$ cat src/mcsr_pkg.sv
// package: register map, field layout, state codes and carriers for the motor status and command registers
package mcsr_pkg;

  localparam int unsigned ADDR_W = 12;
  localparam int unsigned DATA_W = 32;

  // register offsets as printed, used directly as register addresses
  localparam logic [11:0] OFS_SUPPLY_SPEED   = 12'h0E4;
  localparam logic [11:0] OFS_ALGO_CMD       = 12'h0E6;
  localparam logic [11:0] OFS_SPEED_RATE_SOURCE_SELECT = 12'h0E8;
  localparam logic [11:0] OFS_STATE_SPEED    = 12'h0EA;
  localparam logic [11:0] OFS_BUS_POWER      = 12'h0EC;

  // reset values
  localparam logic [31:0] RST_STATUS   = 32'h0000_0000;
  localparam logic [31:0] RST_COMMAND  = 32'h0000_0000;
  localparam logic [31:0] RST_RATE_SOURCE_SELECT = 32'h0000_0000;

  // supply_speed_status fields
  localparam int unsigned VOLTS_MSB     = 31;
  localparam int unsigned VOLTS_LSB     = 16;
  localparam int unsigned SPDCMD_MSB    = 15;
  localparam int unsigned SPDCMD_LSB    = 1;
  localparam int unsigned SERIAL_ENTRY  = 0;

  // state_speed_status fields
  localparam int unsigned STATE_MSB     = 31;
  localparam int unsigned STATE_LSB     = 28;
  localparam int unsigned SELF_TEST_BIT = 17;
  localparam int unsigned ESPEED_MSB    = 15;
  localparam int unsigned ESPEED_LSB    = 0;

  // bus_power_status fields
  localparam int unsigned AMPS_MSB      = 31;
  localparam int unsigned AMPS_LSB      = 16;
  localparam int unsigned WATTS_MSB     = 15;
  localparam int unsigned WATTS_LSB     = 0;

  // algorithm_command fields
  localparam int unsigned CMD_NV_SAVE   = 31;
  localparam int unsigned CMD_NV_LOAD   = 30;
  localparam int unsigned CMD_FLT_CLR   = 29;
  localparam int unsigned CMD_RETRY_CLR = 28;
  localparam int unsigned KEY_MSB       = 27;
  localparam int unsigned KEY_LSB       = 20;
  localparam int unsigned CMD_ALIVE     = 0;

  // speed_rate_source_select_control fields
  localparam int unsigned OVR_SPD_MSB   = 30;
  localparam int unsigned OVR_SPD_LSB   = 16;
  localparam int unsigned OVR_SEL_BIT   = 15;

  // unlock key for a nonvolatile save; value is arbitrary
  localparam logic [7:0] NV_UNLOCK_KEY = 8'hA5;

  // number of command trigger outputs
  localparam int unsigned N_TRIG = 5;

  typedef enum logic [3:0] {
    ST_SYSTEM_IDLE = 4'h0,
    ST_MOTOR_START = 4'h1,
    ST_MOTOR_RUN   = 4'h2,
    ST_SYSTEM_INIT = 4'h3,
    ST_POS_DETECT  = 4'h4,
    ST_ALIGN       = 4'h5,
    ST_MOTOR_IDLE  = 4'h6,
    ST_MOTOR_STOP  = 4'h7,
    ST_FAULT       = 4'h8,
    ST_DIRECTION   = 4'h9,
    ST_SENSOR_ALGN = 4'hA,
    ST_CALIBRATE   = 4'hC,
    ST_BRAKING     = 4'hD,
    ST_NOT_APPL    = 4'hF
  } mcsr_state_e;

  // live values from the motor control core
  typedef struct packed {
    logic [15:0] supply_volts;
    logic [14:0] speed_cmd;
    logic        serial_entry;
    logic [3:0]  ctrl_state;
    logic        self_test_fail;
    logic [15:0] elec_speed;
    logic [15:0] bus_amps;
    logic [15:0] input_watts;
  } mcsr_status_s;

  // one-cycle command strobes toward the core
  typedef struct packed {
    logic nv_save;
    logic nv_load;
    logic fault_clear;
    logic retry_clear;
    logic host_alive;
  } mcsr_cmd_s;

endpackage

$ cat src/mcsr_pulse.sv
// module: registered one-cycle strobes, one per trigger bit
`timescale 1ns/1ps
module mcsr_pulse #(
  parameter int unsigned W = 1
) (
  // clock and reset
  input  wire logic         clock_i,
  input  wire logic         rst_n_i,
  // trigger requests, one cycle each
  input  wire logic [W-1:0] trig_i,
  // strobes, one cycle each
  output logic      [W-1:0] pulse_o
);

  logic [W-1:0] pulse_q;

  // each strobe lasts exactly one cycle because the request is itself one cycle
  always_ff @(posedge clock_i or negedge rst_n_i) begin
    if (!rst_n_i) begin
      pulse_q <= '0;
    end else begin
      pulse_q <= trig_i;
    end
  end

  assign pulse_o = pulse_q;

endmodule

$ cat src/mcsr_regs.sv
// module: status and command register bank of the sensorless motor controller
//
// Contract
// supply volts in bits 31-16, volts = value/10
// fifteen-bit decoded speed command in bits 15-1
// serial-entry bit set only after pin sequence
// state field bits 31-28, codes 0-7
// codes 8,9,A,C,D,F; B and E unassigned
// self-test fail flag in bit 17
// electrical speed, tenth hertz, bits 15-0
// bus current bits 31-16, amps = value/256
// input power bits 15-0, watts = value/64
// bit 31 write saves shadow to nonvolatile
// bit 30 write reloads shadow from nonvolatile
// bit 29 write clears all latched faults
// bit 28 write clears lock retry counters
// save refused unless key accompanies it
// host alive bit auto-clears after write
// host leaves unlisted offsets untouched; the host model never writes them but still reads them
// all registers reset zero, status read-only
// rate_source_select speed 30-16, bit 15 selects source
// triggers pulse once per write, read zero
`timescale 1ns/1ps
module mcsr_regs (
  // clock and reset
  input  wire logic                      clock_i,
  input  wire logic                      rst_n_i,
  // register port from the serial target front end
  input  wire logic                      req_valid_i,
  input  wire logic                      req_write_i,
  input  wire logic [11:0]               req_addr_i,
  input  wire logic [31:0]               req_wdata_i,
  output logic                           rsp_valid_o,
  output logic                           rsp_error_o,
  output logic      [31:0]               rsp_rdata_o,
  // live values from the motor control core
  input  wire mcsr_pkg::mcsr_status_s    status_i,
  // command strobes and settings toward the core
  output mcsr_pkg::mcsr_cmd_s            cmd_o,
  output logic                           nv_save_refused_o,
  output logic                           rate_source_select_o,
  output logic      [14:0]               speed_rate_source_select_o
);

  // snapshot of the core values, so a read sees one consistent word
  logic [15:0] volts_q;
  logic [14:0] speed_cmd_q;
  logic        serial_entry_q;
  logic [3:0]  state_q;
  logic        self_test_q;
  logic [15:0] elec_speed_q;
  logic [15:0] amps_q;
  logic [15:0] watts_q;
  logic [31:0] supply_speed_w;
  logic [31:0] state_speed_w;
  logic [31:0] bus_power_w;

  logic [14:0] ovr_speed_q;
  logic        ovr_select_q;
  logic [31:0] rate_source_select_w;
  logic        refused_q;
  logic        rsp_valid_q;
  logic        rsp_error_q;
  logic [31:0] rsp_rdata_q;
  logic [31:0] rdata_d;
  logic        hit_d;

  logic        rd_req;
  logic        wr_req;
  logic        sel_supply;
  logic        sel_cmd;
  logic        sel_ovr;
  logic        sel_state;
  logic        sel_bus;
  logic        wr_cmd;
  logic        wr_ovr;
  logic        key_ok;
  logic        save_refused;
  logic        refuse_clr;
  logic [mcsr_pkg::N_TRIG-1:0] trig_d;
  logic [mcsr_pkg::N_TRIG-1:0] pulse;

  mcsr_pkg::mcsr_state_e state_rep;

  // unassigned or unknown state codes are shown as not applicable
  always_comb begin
    unique case (status_i.ctrl_state)
      4'h0: state_rep = mcsr_pkg::ST_SYSTEM_IDLE;
      4'h1: state_rep = mcsr_pkg::ST_MOTOR_START;
      4'h2: state_rep = mcsr_pkg::ST_MOTOR_RUN;
      4'h3: state_rep = mcsr_pkg::ST_SYSTEM_INIT;
      4'h4: state_rep = mcsr_pkg::ST_POS_DETECT;
      4'h5: state_rep = mcsr_pkg::ST_ALIGN;
      4'h6: state_rep = mcsr_pkg::ST_MOTOR_IDLE;
      4'h7: state_rep = mcsr_pkg::ST_MOTOR_STOP;
      4'h8: state_rep = mcsr_pkg::ST_FAULT;
      4'h9: state_rep = mcsr_pkg::ST_DIRECTION;
      4'hA: state_rep = mcsr_pkg::ST_SENSOR_ALGN;
      4'hC: state_rep = mcsr_pkg::ST_CALIBRATE;
      4'hD: state_rep = mcsr_pkg::ST_BRAKING;
      default: state_rep = mcsr_pkg::ST_NOT_APPL;
    endcase
  end

  // status fields only ever load from the core, never from the host
  always_ff @(posedge clock_i or negedge rst_n_i) begin
    if (!rst_n_i) begin
      volts_q <= mcsr_pkg::RST_STATUS[mcsr_pkg::VOLTS_MSB:mcsr_pkg::VOLTS_LSB];
    end else begin
      volts_q <= status_i.supply_volts;
    end
  end

  always_ff @(posedge clock_i or negedge rst_n_i) begin
    if (!rst_n_i) begin
      speed_cmd_q <= mcsr_pkg::RST_STATUS[mcsr_pkg::SPDCMD_MSB:mcsr_pkg::SPDCMD_LSB];
    end else begin
      speed_cmd_q <= status_i.speed_cmd;
    end
  end

  always_ff @(posedge clock_i or negedge rst_n_i) begin
    if (!rst_n_i) begin
      serial_entry_q <= mcsr_pkg::RST_STATUS[mcsr_pkg::SERIAL_ENTRY];
    end else begin
      serial_entry_q <= status_i.serial_entry;
    end
  end

  // the decoded code is stored, so a read never shows an unassigned code
  always_ff @(posedge clock_i or negedge rst_n_i) begin
    if (!rst_n_i) begin
      state_q <= mcsr_pkg::RST_STATUS[mcsr_pkg::STATE_MSB:mcsr_pkg::STATE_LSB];
    end else begin
      state_q <= state_rep;
    end
  end

  always_ff @(posedge clock_i or negedge rst_n_i) begin
    if (!rst_n_i) begin
      self_test_q <= mcsr_pkg::RST_STATUS[mcsr_pkg::SELF_TEST_BIT];
    end else begin
      self_test_q <= status_i.self_test_fail;
    end
  end

  always_ff @(posedge clock_i or negedge rst_n_i) begin
    if (!rst_n_i) begin
      elec_speed_q <= mcsr_pkg::RST_STATUS[mcsr_pkg::ESPEED_MSB:mcsr_pkg::ESPEED_LSB];
    end else begin
      elec_speed_q <= status_i.elec_speed;
    end
  end

  always_ff @(posedge clock_i or negedge rst_n_i) begin
    if (!rst_n_i) begin
      amps_q <= mcsr_pkg::RST_STATUS[mcsr_pkg::AMPS_MSB:mcsr_pkg::AMPS_LSB];
    end else begin
      amps_q <= status_i.bus_amps;
    end
  end

  always_ff @(posedge clock_i or negedge rst_n_i) begin
    if (!rst_n_i) begin
      watts_q <= mcsr_pkg::RST_STATUS[mcsr_pkg::WATTS_MSB:mcsr_pkg::WATTS_LSB];
    end else begin
      watts_q <= status_i.input_watts;
    end
  end

  // pack the status words; reserved bits stay zero
  always_comb begin
    supply_speed_w = mcsr_pkg::RST_STATUS;
    supply_speed_w[mcsr_pkg::VOLTS_MSB:mcsr_pkg::VOLTS_LSB] = volts_q;
    supply_speed_w[mcsr_pkg::SPDCMD_MSB:mcsr_pkg::SPDCMD_LSB] = speed_cmd_q;
    supply_speed_w[mcsr_pkg::SERIAL_ENTRY] = serial_entry_q;
  end

  always_comb begin
    state_speed_w = mcsr_pkg::RST_STATUS;
    state_speed_w[mcsr_pkg::STATE_MSB:mcsr_pkg::STATE_LSB] = state_q;
    state_speed_w[mcsr_pkg::SELF_TEST_BIT] = self_test_q;
    state_speed_w[mcsr_pkg::ESPEED_MSB:mcsr_pkg::ESPEED_LSB] = elec_speed_q;
  end

  always_comb begin
    bus_power_w = mcsr_pkg::RST_STATUS;
    bus_power_w[mcsr_pkg::AMPS_MSB:mcsr_pkg::AMPS_LSB] = amps_q;
    bus_power_w[mcsr_pkg::WATTS_MSB:mcsr_pkg::WATTS_LSB] = watts_q;
  end

  // address and direction decode, shared by the write and read paths
  assign rd_req     = req_valid_i && !req_write_i;
  assign wr_req     = req_valid_i && req_write_i;
  assign sel_supply = (req_addr_i == mcsr_pkg::OFS_SUPPLY_SPEED);
  assign sel_cmd    = (req_addr_i == mcsr_pkg::OFS_ALGO_CMD);
  assign sel_ovr    = (req_addr_i == mcsr_pkg::OFS_SPEED_RATE_SOURCE_SELECT);
  assign sel_state  = (req_addr_i == mcsr_pkg::OFS_STATE_SPEED);
  assign sel_bus    = (req_addr_i == mcsr_pkg::OFS_BUS_POWER);

  // writes to the status words find no target here and are dropped
  assign wr_cmd = wr_req && sel_cmd;
  assign wr_ovr = wr_req && sel_ovr;

  // key must travel in the same write as the save bit
  assign key_ok = (req_wdata_i[mcsr_pkg::KEY_MSB:mcsr_pkg::KEY_LSB] == mcsr_pkg::NV_UNLOCK_KEY);
  assign save_refused = wr_cmd && req_wdata_i[mcsr_pkg::CMD_NV_SAVE] && !key_ok;

  // triggers are requested for exactly the cycle of the write
  always_comb begin
    trig_d = '0;
    if (wr_cmd) begin
      trig_d[4] = req_wdata_i[mcsr_pkg::CMD_NV_SAVE] && key_ok;
      trig_d[3] = req_wdata_i[mcsr_pkg::CMD_NV_LOAD];
      trig_d[2] = req_wdata_i[mcsr_pkg::CMD_FLT_CLR];
      trig_d[1] = req_wdata_i[mcsr_pkg::CMD_RETRY_CLR];
      trig_d[0] = req_wdata_i[mcsr_pkg::CMD_ALIVE];
    end
  end

  // command bits are never stored, so they fall back to zero by themselves
  mcsr_pulse #(
    .W (mcsr_pkg::N_TRIG)
  ) u_pulse (
    .clock_i (clock_i),
    .rst_n_i (rst_n_i),
    .trig_i  (trig_d),
    .pulse_o (pulse)
  );

  assign cmd_o.nv_save     = pulse[4];
  assign cmd_o.nv_load     = pulse[3];
  assign cmd_o.fault_clear = pulse[2];
  assign cmd_o.retry_clear = pulse[1];
  assign cmd_o.host_alive  = pulse[0];

  // an accepted save or a fault clear withdraws an old refusal
  assign refuse_clr = trig_d[4] || trig_d[2];

  // refusal flag: a new refusal wins over a clear in the same write
  always_ff @(posedge clock_i or negedge rst_n_i) begin
    if (!rst_n_i) begin
      refused_q <= 1'b0;
    end else if (save_refused) begin
      refused_q <= 1'b1;
    end else if (refuse_clr) begin
      refused_q <= 1'b0;
    end
  end

  assign nv_save_refused_o = refused_q;

  // speed rate_source_select setting; bit 31 is write-only reserved and not kept
  always_ff @(posedge clock_i or negedge rst_n_i) begin
    if (!rst_n_i) begin
      ovr_speed_q <= mcsr_pkg::RST_RATE_SOURCE_SELECT[mcsr_pkg::OVR_SPD_MSB:mcsr_pkg::OVR_SPD_LSB];
    end else if (wr_ovr) begin
      ovr_speed_q <= req_wdata_i[mcsr_pkg::OVR_SPD_MSB:mcsr_pkg::OVR_SPD_LSB];
    end
  end

  // the source select drives the core directly, so it has a flop of its own
  always_ff @(posedge clock_i or negedge rst_n_i) begin
    if (!rst_n_i) begin
      ovr_select_q <= mcsr_pkg::RST_RATE_SOURCE_SELECT[mcsr_pkg::OVR_SEL_BIT];
    end else if (wr_ovr) begin
      ovr_select_q <= req_wdata_i[mcsr_pkg::OVR_SEL_BIT];
    end
  end

  // readback word; bits that are not kept read as zero
  always_comb begin
    rate_source_select_w = mcsr_pkg::RST_RATE_SOURCE_SELECT;
    rate_source_select_w[mcsr_pkg::OVR_SPD_MSB:mcsr_pkg::OVR_SPD_LSB] = ovr_speed_q;
    rate_source_select_w[mcsr_pkg::OVR_SEL_BIT] = ovr_select_q;
  end

  assign rate_source_select_o = ovr_select_q;
  assign speed_rate_source_select_o     = ovr_speed_q;

  // read mux; command word reads zero, unmapped offsets answer with error
  always_comb begin
    rdata_d = 32'h0000_0000;
    if (sel_supply) begin
      rdata_d = supply_speed_w;
    end
    if (sel_cmd) begin
      rdata_d = mcsr_pkg::RST_COMMAND;
    end
    if (sel_ovr) begin
      rdata_d = rate_source_select_w;
    end
    if (sel_state) begin
      rdata_d = state_speed_w;
    end
    if (sel_bus) begin
      rdata_d = bus_power_w;
    end
  end

  // an offset outside the map is answered with an error and changes nothing
  assign hit_d = sel_supply || sel_cmd || sel_ovr || sel_state || sel_bus;

  // one answer per request, one cycle later, whatever the offset
  always_ff @(posedge clock_i or negedge rst_n_i) begin
    if (!rst_n_i) begin
      rsp_valid_q <= 1'b0;
    end else begin
      rsp_valid_q <= req_valid_i;
    end
  end

  always_ff @(posedge clock_i or negedge rst_n_i) begin
    if (!rst_n_i) begin
      rsp_error_q <= 1'b0;
    end else begin
      rsp_error_q <= req_valid_i && !hit_d;
    end
  end

  // writes answer with zero data so a stale read word never leaks out
  always_ff @(posedge clock_i or negedge rst_n_i) begin
    if (!rst_n_i) begin
      rsp_rdata_q <= 32'h0000_0000;
    end else if (rd_req) begin
      rsp_rdata_q <= rdata_d;
    end else begin
      rsp_rdata_q <= 32'h0000_0000;
    end
  end

  assign rsp_valid_o = rsp_valid_q;
  assign rsp_error_o = rsp_error_q;
  assign rsp_rdata_o = rsp_rdata_q;

endmodule

$ cat config.mk
export PLATFORM = sky130hd
export DESIGN_NAME = mcsr_regs
export DESIGN_NICKNAME = d
export VERILOG_FILES = /design/src/mcsr_pkg.sv /design/src/mcsr_pulse.sv /design/src/mcsr_regs.sv
export SDC_FILE = /design/constraint.sdc
export NUM_CORES = 1
export LEC_CHECK = 0
export BUFFER_PORTS_ARGS = -buffer_cell sky130_fd_sc_hd__clkbuf_2
export CAP_MARGIN = 5
export CORE_MARGIN = 2
export CORE_UTILIZATION = 43
export CTS_CLUSTER_DIAMETER = 80
export CTS_CLUSTER_SIZE = 16
export DETAILED_ROUTE_END_ITERATION = 12
export MAX_ROUTING_LAYER = met4
export PLACE_DENSITY = 0.75
export SYNTH_ARGS = -nofsm -noshare
export SYNTH_HDL_FRONTEND = slang
export SYNTH_HIERARCHICAL = 1
export SYNTH_SLANG_ARGS = --single-unit
$ cat constraint.sdc
create_clock -name clock_i -period 0.8 [get_ports clock_i]
set_input_delay 0.16 -clock clock_i [delete_from_list [all_inputs] [get_ports clock_i]]
set_output_delay 0.16 -clock clock_i [all_outputs]
set_load 0.01 [all_outputs]
# Word-level counts from Yosys, hierarchy flattened
# Memory sizes are Yosys's and may differ from the RTL's. A register that Yosys moved wholly into a read port is not among the register bits.
# Index checks and enable logic that the tools add are counted.
# W data, S select, Z words.
# word_totals
register_bits	137
romBits	64
word_cells	48
n_memories	1
# classes
eq_ne	6
n_mux	9
reduce_logical	18
# memory_table
name	words	word_bits	rd	rd_clocked_by_memory_dff	wr	line_no	text
(no name shown)	16	4	1	1	0	mcsr_regs.sv:87	unique case (status_i.ctrl_state)
# op_table
cell	n
$mux W32	6
$eq A12 B8 Y1 const B	5
$eq A8 B8 Y1 const B	1
$logic_and A1 B1 Y1	8
$logic_or A1 B1 Y1	5
$mux W5	1
$logic_not A1 Y1	4
$mux W1	2
$reduce_bool A2 Y1	1

# Longest topological paths before layout
# Gate-level depths: netlist of run 1.
# depth
word_depth	7
mapped_depth	6

# Cells and area by module
# The synthesis of run 1 kept the hierarchy.
# by_module_without_submodules
module	n_inst	cells_each	area_per_inst_um2
mcsr_regs	1	322	4626.9
mcsr_pulse	1	5	125.1

# Worst setup path after synthesis of run 1
# No wires, ideal clock.
# synth_timing
kind	input to register
start	input req_addr_i[9]
end	register ovr_speed_q[10], in the netlist speed_rate_source_select_o[10]
setup_time_ps	127
arrival_ps	1612
slack_ps	-939
cell_stages	6
n_path_buf	2
cell_sequence	or4_4 > nor2_2 > and4_1 > buf_4 > buf_8 > mux2_1
# synth_between
elab_chain_cells	2
# synth_rtl
element	line_no	text
from (decl)	mcsr_regs.sv:31	input wire logic [11:0] req_addr_i,
$eq A12 B8 Y1	mcsr_regs.sv:197	assign sel_ovr = (req_addr_i == mcsr_pkg::OFS_SPEED_RATE_SOURCE_SELECT);
$logic_and A1 B1 Y1	mcsr_regs.sv:203	assign wr_ovr = wr_req && sel_ovr;
to (signal assigned)	mcsr_regs.sv:256	ovr_speed_q <= mcsr_pkg::RST_RATE_SOURCE_SELECT[mcsr_pkg::OVR_SPD_MSB:mcsr_pkg::OVR_SPD_LSB];
to (signal assigned)	mcsr_regs.sv:258	ovr_speed_q <= req_wdata_i[mcsr_pkg::OVR_SPD_MSB:mcsr_pkg::OVR_SPD_LSB];
to (decl)	mcsr_regs.sv:58	logic [14:0] ovr_speed_q;
# Every way passes these cells.
# A chain may end at the register's enable or synchronous reset.

# Final worst setup path of run 1
# layout_timing
start	register ovr_speed_q[1], in the netlist speed_rate_source_select_o[1]
end	output speed_rate_source_select_o[1]
# layout_rtl
element	line_no	text
to (decl)	mcsr_regs.sv:42	output logic [14:0] speed_rate_source_select_o
# No word-level cell between the ends.

==> results of run 1 <==
metrics by stage:
stage                     total power, mW  setup TNS [ns]  instance area, µm²
after floorplan                      7.77          -34.05                4820
after detailed placement             8.44          -45.27                6130
after CTS                            16.8          -39.52                8330
after global placement               8.41          -43.80                6130
final                                16.9          -41.52                8630
after global routing                 17.4          -44.90                8630
flip-flops by register name, indices dropped and copies added, names as in the netlist, 4 cells and up:
register	flops
rsp_rdata_o	32
speed_cmd_q	15
amps_q	16
speed_rate_source_select_o	15
u_pulse/pulse_o	5
state_q	4
volts_q	16
elec_speed_q	16
watts_q	16
final timing paths:
check,slack (ns),depth (start not counted),from,endpoint
min,0.05,4,req_write_i,rsp_rdata_o[15]$_DFF_PN0_
max in group asynchronous,0.30,3,rst_n_i,volts_q[4]$_DFF_PN0_
min reg2reg,0.52,2,elec_speed_q[11]$_DFF_PN0_,rsp_rdata_o[11]$_DFF_PN0_
max,-0.53,2,speed_rate_source_select_o[1]$_DFFE_PN0P_,speed_rate_source_select_o[1]
min in group asynchronous,0.08,2,rst_n_i,elec_speed_q[12]$_DFF_PN0_
max reg2reg,-0.33,4,speed_rate_source_select_o[6]$_DFFE_PN0P_,rsp_rdata_o[22]$_DFF_PN0_
cell type report:
type	count	area (µm²)	area share (%)
antenna	1	2.50	0.0290
clock buffer	22	463	5.37
clock inverter	10	138	1.60
multi-input combinational	168	1560	18.1
sequential	141	3530	40.9
tap	140	175	2.03
timing repair buffer	354	2760	32.0
worst max-delay path, cell delays in order, from the launching register on:
cell     delay, ns
dfrtp_1       0.40
buf_6         0.13
buf_6         0.11
cell families (layout without fill, tap and decap cells):
kind of cell	count (synthesis)	after routing	share of synthesized area [%]
mux	28	28	6.61
compound gates	63	63	8.95
buf+inv	18	386	1.84
other cells	0	1	0
simple gates	77	77	8.35
flops	141	141	74.2
placed cells by master (no fill, tap or decap), types with 6 or more instances in the layout:
cell type      Yosys  layout
clkbuf_2           0     160
dfrtp_1          141     141
dlygate4sd3_1      0     106
buf_4              1      51
buf_6              0      22
nand2_1           22      20
nor2_1            31      19
o21ai_0           19      18
mux2_4             0      16
clkbuf_16          0      16
a211oi_2           0      15
nor2_4             0      12
mux2_2            11      11
buf_12             0      10
a22oi_1           11       6
per-layer routing:
metal	up-vias	global-route usage, %	wire (µm)
li1	1855	-	-
met3	71	7.41	796
met2	196	51.5	9100
met1	2125	31.6	5900
met5	-	-	0
met4	0	15.8	873
timing repair:
| item | in CTS | in global routing |
|---|---|---|
| hold buffers | 106 | 0 |
| pin swaps | 24 | 13 |
| gates resized for setup | 71 | 68 |
| endpoints found under the hold margin | 250 | 0 |
| buffers inserted | 19 | 18 |
| gates cloned | 2 | 0 |
| endpoints found under the setup margin | 111 | 111 |
where the power goes:
group	switching [mW]	internal, mW
Clock	2.98	4.99
Sequential	0.0767	7.36
Combinational	0.637	0.807
==> results.sh, run 1 <==
export IMPL_synth_area_leaders="dfrtp_1 74%, mux2_1 3.8%, a211oi_1 2.7%, mux2_2 2.6%, nor2_1 2.4%"
export IMPL_synth_top_area_share_pct=74.2
export IMPL_ys_ff_latch=141
export IMPL_die_area_um2=11900
export IMPL_violations="negative setup slack"
export IMPL_antenna_found_initial=1
export IMPL_finalSetupViolations=111
export IMPL_drv_cap=0
export IMPL_slew_headroom_pct=62.3
export IMPL_period_needed_ns=1.33
export IMPL_netlist_instances=327
export IMPL_setup_ws_ns=-0.533
export IMPL_dr_pass1_iters=4
export IMPL_synth_edf_count=0
export IMPL_yosys_top_cells_count="141 x dfrtp_1, 31 x nor2_1, 22 x nand2_1"
export IMPL_p_per_area_nw_per_um2=1950
export IMPL_max_freq_mhz=750
export IMPL_clk_pin_slew_worst_paths_ns=0.06
export IMPL_gr_total_overflow=0
export IMPL_cp_max_fo=2
export IMPL_die_h_um=109
export IMPL_cts_made_buffers=17
export IMPL_drt_iter0_drc=220
export IMPL_root_buffer="clkbuf_8"
export IMPL_synth_nets=460
export IMPL_synth_area_leader_cell="dfrtp_1"
export IMPL_ys_flop_type="dfrtp_1"
export IMPL_cp_start_kind="flip-flop"
export IMPL_hold_ws_ns=0.0502
export IMPL_synth_most_common_cell="dfrtp_1"
export IMPL_synth_cell_area_um2=4750
export IMPL_required_ns=0.64
export IMPL_nets=815
export IMPL_syn_area_per_cell_um2=14.5
export IMPL_clkLatencyLatePin_ns=0.53
export IMPL_dp_hpwl_mm=8.62
export IMPL_clock_sinks=141
export IMPL_final_util_pct=79.9
export IMPL_fill_cells=555
export IMPL_hp_class="input port to flip-flop"
export IMPL_area_growth_pct=81.6
export IMPL_grt_pass1_vias=4746
export IMPL_async_reset_ff_share_pct=100
export IMPL_routed_wl_mm=16.7
export IMPL_io_buffers=174
export IMPL_gp_congestion=0.849
export IMPL_grt_pass1_wl_mm=24.7
export IMPL_rsz0062_at_grt="yes"
export IMPL_pre_cts_slack_ns=-0.957
export IMPL_grt_max_degree=30
export IMPL_final_period_utilization_pct=167
export IMPL_drv_slew=0
export IMPL_wl_per_cell_um=19.9
export IMPL_p_leak_nw=4.12
export IMPL_post_route_cells_drive_above_1_share_pct=52.5
export IMPL_run_status="finished with violations"
export IMPL_ys_seq_area_share_pct=74.2
export IMPL_final_antenna_net_count=0
export IMPL_die_x_um=109
export IMPL_tritoncts="yes"
export IMPL_fp_coreArea_um2=10800
export IMPL_route_detailed_drc=0
export IMPL_worstMarginPinSlew_ns=0.557
export IMPL_peakVddDrop_uv=1760
export IMPL_synth_cell_type_count=36
export IMPL_final_cells=836
export IMPL_cts_buffer_depth=2
export IMPL_track_usage_pct=29.9
export IMPL_dp_cells=664
export IMPL_vias_per_cell=5.08
export IMPL_fin_worst_skew_ns=0.00652
export IMPL_vias=4247
export IMPL_ys_warn_count=6
export IMPL_htreeDepth=4
export IMPL_critPathKind="flip-flop to output port"
export IMPL_io_pins=189
export IMPL_worstSetupEndpointType="output port"
export IMPL_fp_row_count=38
export IMPL_critical_path_arrival_ns=1.17
export IMPL_finalHoldViolCount=0
export IMPL_initial_core_util_pct=44.0
Power figures use the tool's default switching activity.
==> inputs of run 2 (changes only) <==
Settings changed: ABC_AREA from default to 1, CORE_UTILIZATION 43 to 44.
==> results.sh, run 2 <==
export IMPL_synth_edf_count=0
export IMPL_final_common_cell="clkbuf_2"
export IMPL_p_per_area_nw_per_um2=1770
export IMPL_vias=4979
export IMPL_min_delay_start="req_wdata_i[31]"
export IMPL_ys_warn_count=6
export IMPL_tritoncts="yes"
export IMPL_routed_wl_mm=17.9
export IMPL_drt_iter0_drc=415
export IMPL_ys_ff_latch=141
export IMPL_die_x_um=112
export IMPL_wl_per_cell_um=18.0
export IMPL_worstMarginPinSlew_ns=0.371
export IMPL_max_freq_mhz=825
export IMPL_fill_cells=668
export IMPL_rsz0062_at_grt="yes"
export IMPL_p_leak_nw=4.81
export IMPL_synth_top_area_share_pct=68.8
export IMPL_worstReg2RegEnd="rsp_rdata_o[21]$_DFF_PN0_"
export IMPL_finalHoldViolCount=0
export IMPL_synth_mux_area_share_pct=0
export IMPL_critPathKind="flip-flop to output port"
export IMPL_synth_area_leaders="dfrtp_1 69%, nand2_1 7.8%, inv_1 5.1%, nand3_1 4.0%, nand4_1 3.2%"
export IMPL_final_cell_mix="153 x clkbuf_2, 141 x dfrtp_1, 97 x dlygate4sd3_1, 73 x nand2_1, 60 x inv_1"
export IMPL_synth_fa_ha_area_share_pct=0
export IMPL_finalSetupViolations=102
export IMPL_route_detailed_drc=0
export IMPL_grtUsageMet2_pct=47.7
export IMPL_globalRouteMet3Util_pct=5.61
export IMPL_die_area_um2=12500
export IMPL_post_route_cells_drive_above_1_share_pct=45.7
export IMPL_grt_pass1_vias=5106
export IMPL_clock_sinks=141
export IMPL_drv_slew=0
export IMPL_required_ns=0.64
export IMPL_hold_depth=3
export IMPL_r2r_setup_slack_ns=-0.16
export IMPL_r2r_start="speed_rate_source_select_o[5]$_DFFE_PN0P_"
export IMPL_period_needed_ns=1.21
export IMPL_fp_coreArea_um2=11400
export IMPL_dp_hpwl_mm=9.68
export IMPL_nets=977
export IMPL_ys_seq_area_share_pct=68.8
export IMPL_drv_cap=0
export IMPL_violations="negative setup slack"
export IMPL_htreeDepth=4
export IMPL_final_util_pct=79.6
export IMPL_critical_path_arrival_ns=1.05
export IMPL_dr_pass1_iters=4
export IMPL_grt_most_used_layer="met2"
export IMPL_syn_area_per_cell_um2=10.4
export IMPL_area_growth_pct=76.7
export IMPL_clk_pin_slew_worst_paths_ns=0.05
export IMPL_synth_area_leader_cell="dfrtp_1"
export IMPL_vias_per_cell=4.99
export IMPL_antenna_found_initial=0
export IMPL_synth_compound_area_share_pct=4.30
export IMPL_cp_max_fo=2
export IMPL_cts_buffer_depth=2
export IMPL_peakVddDrop_uv=1440
export IMPL_die_h_um=112
export IMPL_min_to="u_pulse/pulse_o[4]$_DFF_PN0_"
export IMPL_cts_made_buffers=17
export IMPL_fp_row_count=39
export IMPL_initial_core_util_pct=45.1
export IMPL_gp_congestion=0.876
export IMPL_setup_ws_ns=-0.412
export IMPL_pre_cts_slack_ns=-0.659
export IMPL_async_reset_ff_share_pct=100
export IMPL_run_status="finished with violations"
export IMPL_final_antenna_net_count=0
export IMPL_grt_max_degree=45
export IMPL_io_buffers=174
export IMPL_diodes=0
export IMPL_synth_nets=624
export IMPL_clkLatencyLatePin_ns=0.42
export IMPL_slew_headroom_pct=75.1
export IMPL_netlist_instances=491
export IMPL_grt_pass1_wl_mm=25.6
export IMPL_synth_top_family_by_area="simple AND/OR/NAND/NOR gates"
export IMPL_rr_worst_depth=6
export IMPL_synth_most_common_cell="dfrtp_1"
export IMPL_fin_worst_skew_ns=0.00570
export IMPL_cp_start_kind="flip-flop"
export IMPL_track_usage_pct=27.7
export IMPL_hp_class="input port to flip-flop"
export IMPL_io_pins=189
export IMPL_ys_flop_type="dfrtp_1"
export IMPL_worstSetupEndpointType="output port"
export IMPL_largest_register_ffs=32
export IMPL_synth_cell_type_count=24
export IMPL_yosys_area_share_simple_pct=18.9
export IMPL_final_period_utilization_pct=152
export IMPL_gr_total_overflow=0
export IMPL_yosys_top_cells_count="141 x dfrtp_1, 107 x nand2_1, 70 x inv_1"
export IMPL_met1_usage_pct=30.3
export IMPL_synthXorXnorAreaFrac_pct=0
export IMPL_synth_cell_area_um2=5120
export IMPL_root_buffer="clkbuf_16"
-- run 2: cell count changes in the layout (fill, tap and decap cells not counted), moves of 15 or more --
cell / delta
nand3_2: +18
a211oi_2: -15
nand2_1: +53
inv_1: +60
o21ai_1: +23
o21ai_0: -17
nand3_1: +21
buf_6: +28
nand4_1: +26
mux2_4: -16
nand2_2: +19
-- run 2: kinds of logic after synthesis --
logic type | after synthesis
simple gates | 211
flops | 141
compound gates | 43
buf+inv | 96
-- run 2: cell type report --
type	instances	area, µm²	area share, %
clock inverters	7	67.6	0.746
inverters	76	313	3.45
well taps	143	179	1.98
clock buffers	22	464	5.13
flip-flops and latches	141	3530	39.0
repair buffers	353	2850	31.5
multi-input cells	255	1650	18.3
-- run 2: routing by layer --
| metal | vias up | share of wire (%) |
|---|---|---|
| met3 | 68 | 5.6 |
| met1 | 2394 | 36 |
| met2 | 260 | 54 |
| li1 | 2257 | - |
| met5 | - | 0 |
| met4 | 0 | 4.6 |
-- run 2: timing repair --
action                     CTS  global route
setup endpoints to repair  101           112
hold endpoints to repair   238             0
pin swaps                   23            56
gates cloned                 1             4
buffers inserted            21            21
gates resized for setup     64           132
hold buffers                97             0
-- run 2: stage by stage --
stage | hold WS, ns | instance area [µm²] | TNS, ns | power [mW] | instances
2_1_floorplan | -0.136 | 5280 | -13.78 | 7.75 | 491
3_3_place_gp | 0.00105 | 6560 | -28.31 | 8.38 | 832
3_5_place_dp | -0.00261 | 6560 | -30.18 | 8.40 | 832
4_1_cts | 0.00461 | 8480 | -19.19 | 15.9 | 980
5_1_grt | 0.0468 | 9050 | -25.00 | 16.5 | 997
6_report | 0.0455 | 9050 | -21.21 | 16.0 | 997
-- run 2: worst max path at each step --
stage | slack, ns | start | to | cells after the start
after floorplan | -0.29 | req_addr_i[0] | rsp_rdata_o[1]$_DFF_PN0_ | 8
after global placement | -0.59 | req_addr_i[5] | rsp_rdata_o[31]$_DFF_PN0_ | 10
after detailed placement | -0.66 | req_addr_i[5] | rsp_rdata_o[9]$_DFF_PN0_ | 10
after CTS | -0.44 | rate_source_select_o$_DFFE_PN0P_ | rate_source_select_o | 2
after global routing | -0.44 | speed_rate_source_select_o[1]$_DFFE_PN0P_ | speed_rate_source_select_o[1] | 2
final | -0.41 | speed_rate_source_select_o[1]$_DFFE_PN0P_ | speed_rate_source_select_o[1] | 2
-- run 2: power by group --
group	switching, mW	internal, mW
Clock	2.80	4.36
Sequential	0.0938	7.36
Combinational	0.629	0.751
Total	3.52	12.5
-- run 2: critical path, stage by stage, from the launching register on --
cell	delay [ns]
dfrtp_1	0.40
buf_6	0.13
buf_6	0.11
==> inputs of run 3 (changes only) <==
Settings changed: CORE_MARGIN 2 to default.
Clock period 0.8 ns to 1.09 ns, I/O delays scaled along.
==> results.sh, run 3 (synthesis results as in run 2) <==
export IMPL_crit_chain="buf_2"
export IMPL_pwr_share_clk_pct=48.2
export IMPL_violations="negative setup slack"
export IMPL_post_route_cells_drive_above_1_share_pct=36.3
export IMPL_min_to="state_q[0]$_DFF_PN0_"
export IMPL_grt_most_used_layer="met2"
export IMPL_r2r_setup_slack_ns=0.04
export IMPL_fill_cells=762
export IMPL_crit_slowest_cell="dfrtp_1"
export IMPL_tritoncts="yes"
export IMPL_track_usage_pct=27.6
export IMPL_final_cell_mix="160 x clkbuf_2, 141 x dfrtp_1, 103 x nand2_1, 86 x dlygate4sd3_1, 68 x inv_1"
export IMPL_p_per_area_nw_per_um2=1470
export IMPL_cp_start_kind="flip-flop"
export IMPL_worstMarginPinSlew_ns=0.302
export IMPL_route_detailed_drc=0
export IMPL_finalSetupViolations=56
export IMPL_critical_path_arrival_ns=0.97
export IMPL_min_delay_start="status_i[49]"
export IMPL_gr_total_overflow=0
export IMPL_rr_worst_depth=6
export IMPL_grtUsageMet2_pct=46.7
export IMPL_share_comb_of_total_power_pct=7.1
export IMPL_fp_row_count=39
export IMPL_antenna_found_initial=0
export IMPL_vias=4653
export IMPL_nets=938
export IMPL_critPathTopFamily="flip-flops"
export IMPL_required_ns=0.87
export IMPL_root_buffer="clkbuf_16"
export IMPL_wl_per_cell_um=16.0
export IMPL_final_antenna_net_count=0
export IMPL_p_sw_mw=2.63
export IMPL_multi_input_area_um2=1340
export IMPL_ff_latch_area_um2=3530
export IMPL_setup_ws_ns=-0.0967
export IMPL_cts_made_buffers=17
export IMPL_clk_pin_slew_worst_paths_ns=0.06
export IMPL_hold_depth=3
export IMPL_drt_iter0_drc=337
export IMPL_io_pins=189
export IMPL_hold_ws_ns=0.0222
export IMPL_cp_max_fo=2
export IMPL_peakVddDrop_uv=1580
export IMPL_final_period_utilization_pct=109
export IMPL_met1_usage_pct=29.4
export IMPL_clkLatencyLatePin_ns=0.42
export IMPL_initial_core_util_pct=45.1
export IMPL_clock_sinks=141
export IMPL_critPathKind="flip-flop to output port"
export IMPL_r2r_start="speed_rate_source_select_o[3]$_DFFE_PN0P_"
export IMPL_dp_hpwl_mm=9.55
export IMPL_final_common_cell="clkbuf_2"
export IMPL_worstSetupEndpointType="output port"
export IMPL_io_buffers=174
export IMPL_largest_register_ffs=32
export IMPL_die_x_um=110
export IMPL_fp_coreArea_um2=11400
export IMPL_htreeDepth=4
export IMPL_area_growth_pct=62.2
export IMPL_worstReg2RegEnd="rsp_rdata_o[19]$_DFF_PN0_"
export IMPL_crit_buf_inv=1
export IMPL_slowest_delay_ns=0.40
export IMPL_drv_slew=0
export IMPL_grt_pass1_wl_mm=23.5
export IMPL_die_h_um=110
export IMPL_slew_headroom_pct=79.7
export IMPL_p_sw_share_pct=21.6
export IMPL_max_freq_mhz=843
export IMPL_p_seq_share_pct=44.7
export IMPL_p_int_mw=9.57
export IMPL_drv_cap=0
export IMPL_period_needed_ns=1.19
export IMPL_hp_class="input port to flip-flop"
export IMPL_gp_congestion=0.820
export IMPL_grt_pass1_vias=4961
export IMPL_routed_wl_mm=15.4
export IMPL_setup_tns_ns=-2.70
export IMPL_finalHoldViolCount=0
export IMPL_die_area_um2=12100
export IMPL_rsz0062_at_grt="yes"
export IMPL_cts_buffer_depth=2
export IMPL_fin_worst_skew_ns=0.00730
export IMPL_p_leak_nw=4.44
export IMPL_globalRouteMet3Util_pct=7.11
export IMPL_dr_pass1_iters=4
export IMPL_vias_per_cell=4.84
export IMPL_run_status="finished with violations"
export IMPL_grt_max_degree=42
run 3: cell types whose count changed in the layout (fill, tap and decap cells not counted), moves of 12 or more:
| cell | before | now |
|---|---|---|
| nand3_2 | 18 | 6 |
| nand2_1 | 73 | 103 |
| buf_6 | 50 | 12 |
| nand2_2 | 20 | 2 |
| nand3_1 | 21 | 35 |
run 3: per-layer routing:
layer  up-vias  wire length, µm
met4         0              610
met5         -                0
met1      2224             5670
met2       195             8130
li1       2179                -
met3        55              957
run 3: power groups by stage:
| stage | Clock, mW | Combinational [mW] | Sequential, mW |
|---|---|---|---|
| 5_1_grt | 6.21 | 0.947 | 5.47 |
| 2_1_floorplan | 0 | 0.146 | 5.53 |
| 3_3_place_gp | 0 | 0.568 | 5.54 |
| 3_5_place_dp | 0 | 0.589 | 5.55 |
| 4_1_cts | 5.92 | 0.839 | 5.45 |
| 6_report | 5.88 | 0.860 | 5.46 |
run 3: through the flow:
step | instances | power (mW) | cell area [µm²] | worst slack (ns) | utilization, %
2_1_floorplan | 491 | 5.68 | 5250 | -0.0589 | -
3_3_place_gp | 819 | 6.11 | 6500 | -0.343 | 57.1
3_5_place_dp | 819 | 6.14 | 6500 | -0.409 | 57.1
4_1_cts | 953 | 12.2 | 8080 | -0.0971 | 71.1
5_1_grt | 961 | 12.6 | 8310 | -0.117 | 73.1
6_report | 962 | 12.2 | 8310 | -0.0967 | 73.1
run 3: worst max path at each step:
stage	startpoint	endpoint	slack, ns	cells after the start
6_report	speed_rate_source_select_o[6]$_DFFE_PN0P_	speed_rate_source_select_o[6]	-0.1	1
5_1_grt	speed_rate_source_select_o[6]$_DFFE_PN0P_	speed_rate_source_select_o[6]	-0.12	1
4_1_cts	speed_rate_source_select_o[6]$_DFFE_PN0P_	speed_rate_source_select_o[6]	-0.1	1
3_5_place_dp	req_addr_i[5]	rsp_rdata_o[12]$_DFF_PN0_	-0.41	10
3_3_place_gp	req_addr_i[5]	rsp_rdata_o[31]$_DFF_PN0_	-0.34	10
2_1_floorplan	req_addr_i[0]	rsp_rdata_o[1]$_DFF_PN0_	-0.06	8
run 3: worst min-delay path, delay by kind of cell:
family                 cells  cell delay [ns]
buffers and inverters      2             0.13
AO/OA/AOI/OAI              1             0.06
run 3: area by class of cell:
type	instances	area share [%]
clock buffer	21	5.54
sequential	141	42.4
inverter	76	3.67
tap	143	2.15
antenna	1	0.0301
timing repair buffer	315	28.4
clock inverter	11	1.70
multi-input combinational	254	16.1
run 3: what timing repair did:
item	CTS	global route
setup buffers	16	7
pin swaps	0	9
gates cloned	0	1
gates resized for setup	0	52
endpoints found under the hold margin	121	0
hold buffers	86	0
endpoints found under the setup margin	56	81
